## src/host_port_pkg.sv

```systemverilog
// Constants, offsets and state types of the host port block
// Behaviour
// RL1: Width-select low means 16-bit, high 8-bit
// RL2: Boot-source low EPROM boot, high host boot
// RL3: Strobe-style picks separate strobes or direction+qualifier
// RL4: First control: read strobe or direction select
// RL5: Second control: write strobe or data qualifier
// RL6: Arrangement low separate, high multiplexed address/data
// RL7: Sixteen two-way lines carry data, or address too
// RL8: Address bit two, or latch enable when multiplexed
// RL9: Low address bits used only in separate mode
// RL10: Distinct host write/read interrupts, not software-controllable
// RL11: Select per access; acknowledge lets access complete
package host_port_pkg;
    localparam int          DATA_W         = 16;
    localparam int          NUM_PORT_REGS  = 8;
    localparam int          SYNC_W         = 26;
    localparam int          SYNC_STAGES    = 2;
    localparam logic [1:0]  CFG_WAIT_CYC   = 2'h2;
    localparam logic [25:0] SYNC_RST_VAL   = 26'h380_0000;
    localparam logic [15:0] PORT_REG_RST   = 16'h0000;
    localparam logic [7:0]  OFS_PORT_DATA0 = 8'h00;
    localparam logic [7:0]  OFS_PORT_LAST  = 8'h1C;
    localparam logic [7:0]  OFS_STATUS     = 8'h20;
    localparam int          STS_WIDTH_BIT  = 0;
    localparam int          STS_BOOT_BIT   = 1;
    localparam int          STS_STYLE_BIT  = 2;
    localparam int          STS_MUX_BIT    = 3;
    localparam int          STS_PHASE_BIT  = 4;
    localparam int          STS_BUSY_BIT   = 5;
    typedef enum logic {ST_IDLE, ST_ACK} host_state_t;
endpackage

```

## src/host_port_sync.sv

```systemverilog
// Two-flop synchroniser for pin inputs
module host_port_sync #(
    parameter int                 W       = 1,
    parameter logic [W-1:0]       RST_VAL = '0
) (
    input  wire logic         clk_i,
    input  wire logic         rst_n_i,
    input  wire logic [W-1:0] d_i,
    output logic      [W-1:0] q_o
);
    logic [W-1:0] meta_ff;
    logic [W-1:0] q_ff;

    always_ff @(posedge clk_i or negedge rst_n_i) begin
        if (!rst_n_i) begin
            meta_ff <= RST_VAL;
            q_ff    <= RST_VAL;
        end else begin
            meta_ff <= d_i;
            q_ff    <= meta_ff;
        end
    end

    assign q_o = q_ff;
endmodule

```

## src/host_port.sv

```systemverilog
// Parallel host port with strap decode and Wishbone core side
//
// Added by the designer: the placing of the registers and the Wishbone register port.
module host_port (
    input  wire logic        MCLK_I,
    input  wire logic        RST_N_I,
    input  wire logic        CYC_I,
    input  wire logic        STB_I,
    input  wire logic        WE_I,
    input  wire logic [7:0]  ADR_I,
    input  wire logic [3:0]  SEL_I,
    input  wire logic [31:0] DAT_I,
    output logic      [31:0] DAT_O,
    output logic             ACK_O,
    input  wire logic        PORT_SELECT_N_I,
    input  wire logic        HOST_RD_OR_DIR_I,
    input  wire logic        HOST_WR_OR_QUAL_I,
    input  wire logic [15:0] HOST_DATA_LINES_I,
    output logic      [15:0] HOST_DATA_LINES_O,
    output logic             HOST_DATA_LINES_OE_O,
    input  wire logic        PORT_ADDR_BIT_TWO_I,
    input  wire logic [1:0]  PORT_ADDR_LOW_BITS_I,
    output logic             PORT_ACK_N_O,
    input  wire logic        WIDTH_SELECT_I,
    input  wire logic        BOOT_SOURCE_SELECT_I,
    input  wire logic        STROBE_STYLE_SELECT_I,
    input  wire logic        ADDR_DATA_ARRANGEMENT_SELECT_I,
    output logic             BOOT_FROM_HOST_O,
    output logic             HOST_WRITE_IRQ_O,
    output logic             HOST_READ_IRQ_O
);
    function automatic logic [15:0] merge16(input logic [15:0] old_v,
                                            input logic [15:0] new_v,
                                            input logic [1:0]  be);
        merge16 = {be[1] ? new_v[15:8] : old_v[15:8], be[0] ? new_v[7:0] : old_v[7:0]};
    endfunction

    logic [25:0]              sync_q;
    logic                     sel_n_s;
    logic                     ctl0_s;
    logic                     ctl1_s;
    logic                     a2_s;
    logic [1:0]               alow_s;
    logic [15:0]              data_s;
    logic [3:0]               strap_s;

    host_port_sync #(.W(host_port_pkg::SYNC_W), .RST_VAL(host_port_pkg::SYNC_RST_VAL)) u_sync (
        .clk_i   (MCLK_I),
        .rst_n_i (RST_N_I),
        .d_i     ({PORT_SELECT_N_I, HOST_RD_OR_DIR_I, HOST_WR_OR_QUAL_I, PORT_ADDR_BIT_TWO_I,
                   PORT_ADDR_LOW_BITS_I, HOST_DATA_LINES_I, WIDTH_SELECT_I,
                   BOOT_SOURCE_SELECT_I, STROBE_STYLE_SELECT_I,
                   ADDR_DATA_ARRANGEMENT_SELECT_I}),
        .q_o     (sync_q)
    );
    assign {sel_n_s, ctl0_s, ctl1_s, a2_s, alow_s, data_s, strap_s} = sync_q;

    // Strap capture after reset release
    logic [1:0]               cfg_cnt_ff;
    logic [1:0]               nxt_cfg_cnt;
    logic                     cfg_valid_ff;
    logic                     nxt_cfg_valid;
    logic                     width8_ff;
    logic                     nxt_width8;
    logic                     style_ff;
    logic                     nxt_style;
    logic                     mux_ff;
    logic                     nxt_mux;
    logic                     boot_ff;
    logic                     nxt_boot;

    always_comb begin
        nxt_cfg_cnt   = cfg_cnt_ff;
        nxt_cfg_valid = cfg_valid_ff;
        nxt_width8    = width8_ff;
        nxt_boot      = boot_ff;
        nxt_style     = style_ff;
        nxt_mux       = mux_ff;
        if (!cfg_valid_ff) begin
            if (cfg_cnt_ff == host_port_pkg::CFG_WAIT_CYC) begin
                nxt_cfg_valid = 1'b1;
                nxt_width8    = strap_s[3]; // [RL1]
                nxt_boot      = strap_s[2]; // [RL2]
                nxt_style     = strap_s[1]; // [RL3]
                nxt_mux       = strap_s[0]; // [RL6]
            end else begin
                nxt_cfg_cnt = cfg_cnt_ff + 2'h1;
            end
        end
    end

    always_ff @(posedge MCLK_I or negedge RST_N_I) begin
        if (!RST_N_I) begin
            cfg_cnt_ff   <= 2'h0;
            cfg_valid_ff <= 1'b0;
            width8_ff    <= 1'b0;
            boot_ff      <= 1'b0;
            style_ff     <= 1'b0;
            mux_ff       <= 1'b0;
        end else begin
            cfg_cnt_ff   <= nxt_cfg_cnt;
            cfg_valid_ff <= nxt_cfg_valid;
            width8_ff    <= nxt_width8;
            boot_ff      <= nxt_boot;
            style_ff     <= nxt_style;
            mux_ff       <= nxt_mux;
        end
    end
    assign BOOT_FROM_HOST_O = boot_ff; // [RL2]

    // Host access decode
    logic                     rd_req;
    logic                     wr_req;
    logic                     access;
    logic [2:0]               cur_addr;

    always_comb begin
        if (style_ff) begin
            rd_req = !ctl1_s && ctl0_s;  // [RL4] [RL5]
            wr_req = !ctl1_s && !ctl0_s; // [RL4] [RL5]
        end else begin
            rd_req = !ctl0_s;            // [RL4]
            wr_req = !ctl1_s;            // [RL5]
        end
        access = cfg_valid_ff && !sel_n_s && (rd_req || wr_req); // [RL11]
    end

    // Host state, port registers and core bus
    host_port_pkg::host_state_t state_ff;
    host_port_pkg::host_state_t nxt_state;
    logic [15:0]              port_mem_ff [host_port_pkg::NUM_PORT_REGS];
    logic [15:0]              nxt_port_mem [host_port_pkg::NUM_PORT_REGS];
    logic [2:0]               addr_latch_ff;
    logic [2:0]               nxt_addr_latch;
    logic                     phase_ff;
    logic                     nxt_phase;
    logic [15:0]              dout_ff;
    logic [15:0]              nxt_dout;
    logic                     oe_ff;
    logic                     nxt_oe;
    logic                     ack_n_ff;
    logic                     nxt_ack_n;
    logic                     wirq_ff;
    logic                     nxt_wirq;
    logic                     rirq_ff;
    logic                     nxt_rirq;
    logic                     wb_ack_ff;
    logic                     nxt_wb_ack;
    logic [31:0]              wb_dat_ff;
    logic [31:0]              nxt_wb_dat;
    logic [1:0]               host_be;
    logic                     word_done;

    always_comb begin
        cur_addr = mux_ff ? addr_latch_ff : {a2_s, alow_s}; // [RL8] [RL9]
        nxt_addr_latch = addr_latch_ff;
        if (mux_ff && a2_s) begin
            nxt_addr_latch = data_s[2:0]; // [RL8] [RL7]
        end
        host_be   = width8_ff ? (phase_ff ? 2'b10 : 2'b01) : 2'b11; // [RL1]
        word_done = !width8_ff || phase_ff;
        nxt_state = state_ff;
        nxt_phase = phase_ff;
        nxt_dout  = dout_ff;
        nxt_oe    = oe_ff;
        nxt_ack_n = ack_n_ff;
        nxt_wirq  = 1'b0;
        nxt_rirq  = 1'b0;
        for (int i = 0; i < host_port_pkg::NUM_PORT_REGS; i++) begin
            nxt_port_mem[i] = port_mem_ff[i];
        end
        nxt_wb_ack = CYC_I && STB_I && !wb_ack_ff;
        nxt_wb_dat = wb_dat_ff;
        if (nxt_wb_ack) begin
            nxt_wb_dat = 32'h0000_0000;
            if (ADR_I <= host_port_pkg::OFS_PORT_LAST && ADR_I[1:0] == 2'b00) begin
                nxt_wb_dat[15:0] = port_mem_ff[ADR_I[4:2]];
                if (WE_I) begin
                    nxt_port_mem[ADR_I[4:2]] = merge16(port_mem_ff[ADR_I[4:2]],
                                                       DAT_I[15:0], SEL_I[1:0]);
                end
            end else if (ADR_I == host_port_pkg::OFS_STATUS) begin
                nxt_wb_dat[host_port_pkg::STS_WIDTH_BIT] = width8_ff;
                nxt_wb_dat[host_port_pkg::STS_BOOT_BIT]  = boot_ff;
                nxt_wb_dat[host_port_pkg::STS_STYLE_BIT] = style_ff;
                nxt_wb_dat[host_port_pkg::STS_MUX_BIT]   = mux_ff;
                nxt_wb_dat[host_port_pkg::STS_PHASE_BIT] = phase_ff;
                nxt_wb_dat[host_port_pkg::STS_BUSY_BIT]  = (state_ff == host_port_pkg::ST_ACK);
            end
        end
        case (state_ff)
            host_port_pkg::ST_IDLE: begin
                if (access) begin
                    nxt_state = host_port_pkg::ST_ACK;
                    nxt_ack_n = 1'b0; // [RL11]
                    if (width8_ff) begin
                        nxt_phase = !phase_ff; // [RL1]
                    end
                    if (wr_req) begin
                        nxt_port_mem[cur_addr] = merge16(port_mem_ff[cur_addr],
                                                         width8_ff ? {2{data_s[7:0]}} : data_s,
                                                         host_be);
                        nxt_wirq = word_done; // [RL10]
                    end else begin
                        nxt_oe   = 1'b1; // [RL7]
                        nxt_dout = width8_ff ? {8'h00, phase_ff ? port_mem_ff[cur_addr][15:8]
                                                                : port_mem_ff[cur_addr][7:0]}
                                             : port_mem_ff[cur_addr];
                        nxt_rirq = word_done; // [RL10]
                    end
                end
            end
            host_port_pkg::ST_ACK: begin
                if (!access) begin
                    nxt_state = host_port_pkg::ST_IDLE;
                    nxt_ack_n = 1'b1; // [RL11]
                    nxt_oe    = 1'b0;
                end
            end
            default: begin
                nxt_state = host_port_pkg::ST_IDLE;
            end
        endcase
    end

    always_ff @(posedge MCLK_I or negedge RST_N_I) begin
        if (!RST_N_I) begin
            state_ff      <= host_port_pkg::ST_IDLE;
            addr_latch_ff <= 3'h0;
            phase_ff      <= 1'b0;
            dout_ff       <= 16'h0000;
            oe_ff         <= 1'b0;
            ack_n_ff      <= 1'b1;
            wirq_ff       <= 1'b0;
            rirq_ff       <= 1'b0;
            wb_ack_ff     <= 1'b0;
            wb_dat_ff     <= 32'h0000_0000;
            for (int i = 0; i < host_port_pkg::NUM_PORT_REGS; i++) begin
                port_mem_ff[i] <= host_port_pkg::PORT_REG_RST;
            end
        end else begin
            state_ff      <= nxt_state;
            addr_latch_ff <= nxt_addr_latch;
            phase_ff      <= nxt_phase;
            dout_ff       <= nxt_dout;
            oe_ff         <= nxt_oe;
            ack_n_ff      <= nxt_ack_n;
            wirq_ff       <= nxt_wirq;
            rirq_ff       <= nxt_rirq;
            wb_ack_ff     <= nxt_wb_ack;
            wb_dat_ff     <= nxt_wb_dat;
            for (int i = 0; i < host_port_pkg::NUM_PORT_REGS; i++) begin
                port_mem_ff[i] <= nxt_port_mem[i];
            end
        end
    end

    assign HOST_DATA_LINES_O    = dout_ff;
    assign HOST_DATA_LINES_OE_O = oe_ff;
    assign PORT_ACK_N_O         = ack_n_ff;
    assign HOST_WRITE_IRQ_O     = wirq_ff;
    assign HOST_READ_IRQ_O      = rirq_ff;
    assign ACK_O                = wb_ack_ff;
    assign DAT_O                = wb_dat_ff;
endmodule

```

## config.mk

```make
export PLATFORM = sky130hd
export DESIGN_NAME = host_port
export DESIGN_NICKNAME = d
export VERILOG_FILES = /design/src/host_port_pkg.sv /design/src/host_port_sync.sv /design/src/host_port.sv
export SDC_FILE = /design/constraint.sdc
export NUM_CORES = 1
export LEC_CHECK = 0
export BUFFER_PORTS_ARGS = -buffer_cell sky130_fd_sc_hd__buf_2
export CAP_MARGIN = 20
export CORE_ASPECT_RATIO = 1.5
export CORE_UTILIZATION = 50
export DETAILED_ROUTE_END_ITERATION = 7
export PLACE_DENSITY = 0.69
export SYNTH_ARGS = -nofsm -noshare
export SYNTH_HDL_FRONTEND = slang
export SYNTH_SLANG_ARGS = --single-unit
export TNS_END_PERCENT = 10
```

## constraint.sdc

```tcl
create_clock -name MCLK_I -period 2.7 [get_ports MCLK_I]
set_clock_uncertainty 0.15 [all_clocks]
set_input_delay 0 -clock MCLK_I [delete_from_list [all_inputs] [get_ports MCLK_I]]
set_output_delay 0 -clock MCLK_I [all_outputs]
set_load 0.01 [all_outputs]
```

==> impl_metrics.ini, run 1 <==
[yosys]
ys_ff_latch = 229
synthFlopType = dfrtp_1
syn_area_mm2 = 0.0127
ys_top_cells_by_area = dfrtp_1, mux2i_1, a31oi_1
synth.distinct_cells = 58
synth_top_cell_area_share_pct = 43.8
yosysWarnings = 0
synth_edf_count = 0
async_flop_share_pct = 100
synth_cells = 1104
synth_area_leader_cell = dfrtp_1
ys_seq_area_share_pct = 45.2
syn_avg_cell_area_um2 = 11.5

[grt]
grt_pass1_vias = 10900
grt_usage_pct = 31.9
grt_pass1_wl_um = 62200
grt_max_degree = 70
gr-total-overflow = 0
antenna_found_initial = 0

[run_status]
status = completed

[critical_path]
cp_max_fo = 13
r2r_start = mux_ff
crit_type = flip-flop to flip-flop
start_kind = flip-flop
cp.arrival_ns = 2.81
cp.required_ns = 2.99
end_kind = flip-flop
r2r-end = HOST_DATA_LINES_O[6]
slowest_stage = dfrtp_2
max_stage_delay_ns = 0.50
crit_path_frequent_cell = buf_4
reg2reg_setup_slack_ns = 0.18
reg2reg_depth = 8
crit_chain = or3b_4, and2_1, buf_12, o22ai_1, buf_4, nor2_1, buf_4, o221ai_1

[finish]
fin_area_mm2 = 0.0158
layout.cells.non_filler = 1679
area_growth_syn_to_layout_pct = 24.2
layout_common_cells = dfrtp_1, mux2i_1, buf_4
nets = 1409
final_util_pct = 63.1
final_common_cell = dfrtp_1
diodes = 0
drive_above_1_share_pct = 25.1

[clock_network]
clockBufferDepth = 3
htree_levels = 1
cts_buffers = 24
insertion_delay_ns = 0.55
clk_pin_slew_worst_paths_ns = 0.07
clock_sinks = 229
cts_root_buf = clkbuf_16
tritoncts = built

[job]
cap_violations = 0

[route]
drt_iter0_markers = 840
wirelength_um = 41100
viasPerCell = 6.33
first_pass_iters = 5
drc = 0
drtAntennaViolNets = 0
wire_per_inst_um = 24.5
num_vias = 10600

[sta]
fmax_mhz = 397
fin_setup_tns_ns = 0
rsz0062_at_grt = no
post-route-period-util_pct = 93.3
hold_viol_final = 0
relSlewSlack_pct = 48.7
final_max_slew_viol_count = 0
finalCriticalPeriod_ns = 2.52
setup_violations = 0
tightest_slew_ns = 0.766

[die]
initial_utilization_pct = 50.8
core_area_mm2 = 0.0250
num_rows = 71
die_width_um = 132
die_height_um = 197
io_pins = 129
die-area_mm2 = 0.0260

[power_and_ir_drop]
power_uw = 13300
ir_drop_v = 0.000570
leakagePower_uw = 0.00743
powerDensity_mw_per_mm2 = 841

[min_path]
whs_endpoint = port_mem_ff[111]
worstHoldPathType = input pin to flip-flop
whs_path_depth = 6
min_from = WE_I

[placement]
place_inst = 1560
post-dp-hpwl_um = 26800
gp_congestion = 0.896
dpl_cell_area_mm2 = 0.0141
portBuffers = 94
cell type report:
class                   instances  area (µm²)
fillers                      1999        9200
multi-input cells             772        6350
flip-flops and latches        229        5740
repair buffers                302        2400
clock buffers                  32         681
well taps                     328         410
clock inverters                12         170
inverters                       4        15.0
power by group:
part | total (µW) | internal (µW) | leakage, µW | switching (µW)
registers | 5220 | 4420 | 0.00274 | 801
logic | 4490 | 2230 | 0.00428 | 2260
clock network | 3560 | 2080 | 0.000409 | 1480
critical path, delay by kind of cell, from the launching register on:
| kind | cells | cell delay, ns |
|---|---|---|
| flops | 1 | 0.50 |
| compound gates | 2 | 0.53 |
| simple gates | 3 | 0.70 |
| buf+inv | 3 | 0.51 |
stage by stage:
stage          hold WS [ns]  setup WS (ns)
2_1_floorplan        -0.446          0.414
3_3_place_gp         -0.174          0.163
5_1_grt              0.0928         0.0891
4_1_cts              0.0141          0.102
6_report             0.0607          0.180
3_5_place_dp         -0.174          0.118
sequential cells by signal (all words and copies together), names as in the netlist, 2 cells and up:
register and flops:
u_sync.q_o 26, cfg_cnt_ff 2, addr_latch_ff 3, DAT_O 16, u_sync.meta_ff 26, port_mem_ff 128, HOST_DATA_LINES_O 16
Yosys cell counts, types with 2 or more instances:
| cell type | n |
|---|---|
| inv_1 | 4 |
| a21oi_1 | 24 |
| and2_1 | 16 |
| nand4_1 | 5 |
| buf_4 | 30 |
| mux4_2 | 16 |
| a22oi_1 | 13 |
| xnor2_1 | 2 |
| buf_2 | 24 |
| nand2_1 | 39 |
| buf_1 | 20 |
| o22a_1 | 16 |
| nand2b_1 | 43 |
| a2111oi_4 | 8 |
| o221ai_1 | 8 |
| nor2b_1 | 3 |
| nor3_1 | 7 |
| a221o_1 | 6 |
| dfstp_2 | 7 |
| mux2i_1 | 217 |
| buf_6 | 10 |
| or3b_4 | 2 |
| or2_2 | 3 |
| nand3_1 | 11 |
| and4b_1 | 2 |
| clkbuf_1 | 29 |
| o311ai_4 | 5 |
| dfrtp_1 | 222 |
| a211oi_1 | 3 |
| nand4b_1 | 3 |
| o311ai_2 | 3 |
| nor2_1 | 29 |
| or3b_2 | 2 |
| mux2_2 | 7 |
| o31ai_4 | 8 |
| o21ai_0 | 18 |
| a31oi_1 | 120 |
| o22ai_1 | 32 |
| nand3b_1 | 10 |
| nor2_2 | 2 |
| a21o_1 | 58 |
timing repair:
item                                    CTS  global route
endpoints found under the hold margin   360             0
endpoints found under the setup margin    0            28
gates resized for setup                   0             1
setup buffers                             0             0
hold buffers                             75             0
logic make-up (layout without fill, tap and decap cells):
kind of cell               after synthesis  in the layout  synth area share [%]
AOI/OAI and AO/OA                      323            323                  20.2
muxes                                  241            241                  20.7
DFF                                    229            229                  45.2
and+or+nand+nor                        188            188                  8.28
buffers and inverters                  118            350                  5.22
adders and majority gates                2              2                 0.177
xor gates and xnor gates                 2              2                 0.138
other                                    1             16                0.0296
how the worst max path moves through the flow:
| stage | start | end | slack [ns] |
|---|---|---|---|
| 6_report | mux_ff | HOST_DATA_LINES_O[6] | 0.18 |
| 5_1_grt | mux_ff | port_mem_ff[104] | 0.09 |
| 4_1_cts | mux_ff | port_mem_ff[54] | 0.10 |
| 3_5_place_dp | mux_ff | port_mem_ff[56] | 0.12 |
| 3_3_place_gp | mux_ff | port_mem_ff[6] | 0.16 |
| 2_1_floorplan | mux_ff | port_mem_ff[22] | 0.41 |
metal layers:
layer	part of all wire, %	up-vias	global-route usage [%]
li1	-	4613	-
met1	37	5270	36.5
met2	48	571	53.4
met3	7.7	169	5.67
met4	7.5	0	23.8
met5	0	-	0
(Power assumes the default switching activity.)
==> inputs of run 2 (changes only) <==
--- a/config.mk
+++ b/config.mk
@@ -11,6 +11,7 @@
 export CORE_UTILIZATION = 50
 export DETAILED_ROUTE_END_ITERATION = 7
 export PLACE_DENSITY = 0.69
+export RECOVER_POWER = 50
 export SYNTH_ARGS = -nofsm -noshare
 export SYNTH_HDL_FRONTEND = slang
 export SYNTH_SLANG_ARGS = --single-unit
==> impl_metrics.ini, run 2 (synthesized netlist as in run 1, its figures left out) <==
[critical_path]
crit_start = mux_ff
r2r-end = HOST_DATA_LINES_O[6]
r2r_start = mux_ff
reg2reg_depth = 8
reg2reg_setup_slack_ns = 0.17
start_kind = flip-flop
end_kind = flip-flop
crit_chain = or3b_4, and2_1, buf_12, o22ai_1, buf_4, nor2_1, buf_4, o221ai_1
cp.arrival_ns = 2.82
cp.required_ns = 2.99
crit_path_frequent_cell = buf_4
slowest_stage = dfrtp_2
cp_max_fo = 13
max_stage_delay_ns = 0.50
crit_type = flip-flop to flip-flop

[sta]
setup_violations = 0
relSlewSlack_pct = -5.69
holdWs_ns = 0.0543
finalCriticalPeriod_ns = 2.53
tightest_slew_ns = 1.59
post-route-period-util_pct = 93.7
fmax_mhz = 395
hold_viol_final = 0
final_max_slew_viol_count = 191
rsz0062_at_grt = no
fin_setup_tns_ns = 0

[clock_network]
insertion_delay_ns = 0.55
tritoncts = built
cts_root_buf = clkbuf_16
cts_setup_buffers = 0
htree_levels = 1
cts_buffers = 24
clock_sinks = 229
clk_pin_slew_worst_paths_ns = 0.07
clockBufferDepth = 3

[run_status]
violations = max-capacitance violations, max-slew violations
status = complete, but fails checks

[min_path]
whs_endpoint = port_mem_ff[111]
min_from = WE_I
whs_path_depth = 6
worstHoldPathType = input pin to flip-flop

[route]
wirelength_um = 41100
wire_per_inst_um = 24.5
viasPerCell = 6.31
drt_iter0_markers = 913
num_vias = 10600
drc = 0
drtAntennaViolNets = 0
first_pass_iters = 6

[finish]
largest_reg_flops = 128
fillers = 2011
final_util_pct = 62.9
drive_above_1_share_pct = 24.6
diodes = 0
layout.cells.non_filler = 1679
regMostFlops = port_mem_ff
layout_common_cells = dfrtp_1, mux2i_1, buf_4
nets = 1409
area_growth_syn_to_layout_pct = 23.7
final_common_cell = dfrtp_1

[placement]
gp_congestion = 0.896
portBuffers = 94
place_inst = 1560
post-dp-hpwl_um = 26800

[die]
io_pins = 129
initial_utilization_pct = 50.8
die_height_um = 197
core_area_mm2 = 0.0250
die_width_um = 132
die-area_mm2 = 0.0260
num_rows = 71

[grt]
gr-total-overflow = 0
grt_max_degree = 70
grt_use_met3_pct = 5.67
antenna_found_initial = 0
grt_usage_pct = 31.9
use_met1_pct = 36.5
met2_usage_pct = 53.4
grt_pass1_vias = 10900
grt_pass1_wl_um = 62200
grt-busiest-layer = met2

[power_and_ir_drop]
leakagePower_uw = 0.00738
ir_drop_v = 0.000569
power_uw = 13200
powerDensity_mw_per_mm2 = 844

[job]
cap_violations = 3
==> run 2: worst max-delay path: cells and delay by family, from the launching register on <==
| family | cells | cell delay [ns] |
|---|---|---|
| and+or+nand+nor | 3 | 0.71 |
| DFF | 1 | 0.50 |
| buffers and inverters | 3 | 0.51 |
| AOI/OAI and AO/OA | 2 | 0.54 |
==> run 2: timing repair <==
item | 4_1_cts | 5_1_grt
gates resized for setup | 0 | 1
endpoints found under the setup margin | 0 | 28
endpoints found under the hold margin | 360 | 0
hold buffers | 75 | 0
==> run 2: layer usage <==
layer,share of wire [%],vias up
met3,8.4,171
met4,7.4,0
li1,-,4612
met1,36,5229
met5,0,-
met2,48,588
==> run 2: area by class of cell <==
type | count | area [µm²] | share of cell area [%]
clock buffers | 32 | 681 | 4.34
clock inverters | 12 | 170 | 1.08
inverters | 4 | 15.0 | 0.0957
multi-input cells | 772 | 6350 | 40.5
flip-flops and latches | 229 | 5740 | 36.6
well taps | 328 | 410 | 2.62
repair buffers | 302 | 2330 | 14.8
==> run 2: through the flow <==
step                cell area [µm²]  setup slack, ns
detailed placement            14100            0.118
floorplan                     12700            0.414
finish                        15700            0.171
global placement              14100            0.163
CTS                           15800            0.102
global route                  15700           0.0674
==> run 2: power by group <==
group          switching [µW]  internal (µW)  total (µW)
clock network            1480           2080        3560
logic                    2250           2220        4470
registers                 798           4420        5210
total                    4520           8720       13200
==> run 2: worst max path at each step <==
stage	to	slack, ns
4_1_cts	port_mem_ff[54]	0.10
6_report	HOST_DATA_LINES_O[6]	0.17
3_3_place_gp	port_mem_ff[6]	0.16
5_1_grt	mux_ff	0.07
2_1_floorplan	port_mem_ff[22]	0.41
3_5_place_dp	port_mem_ff[56]	0.12
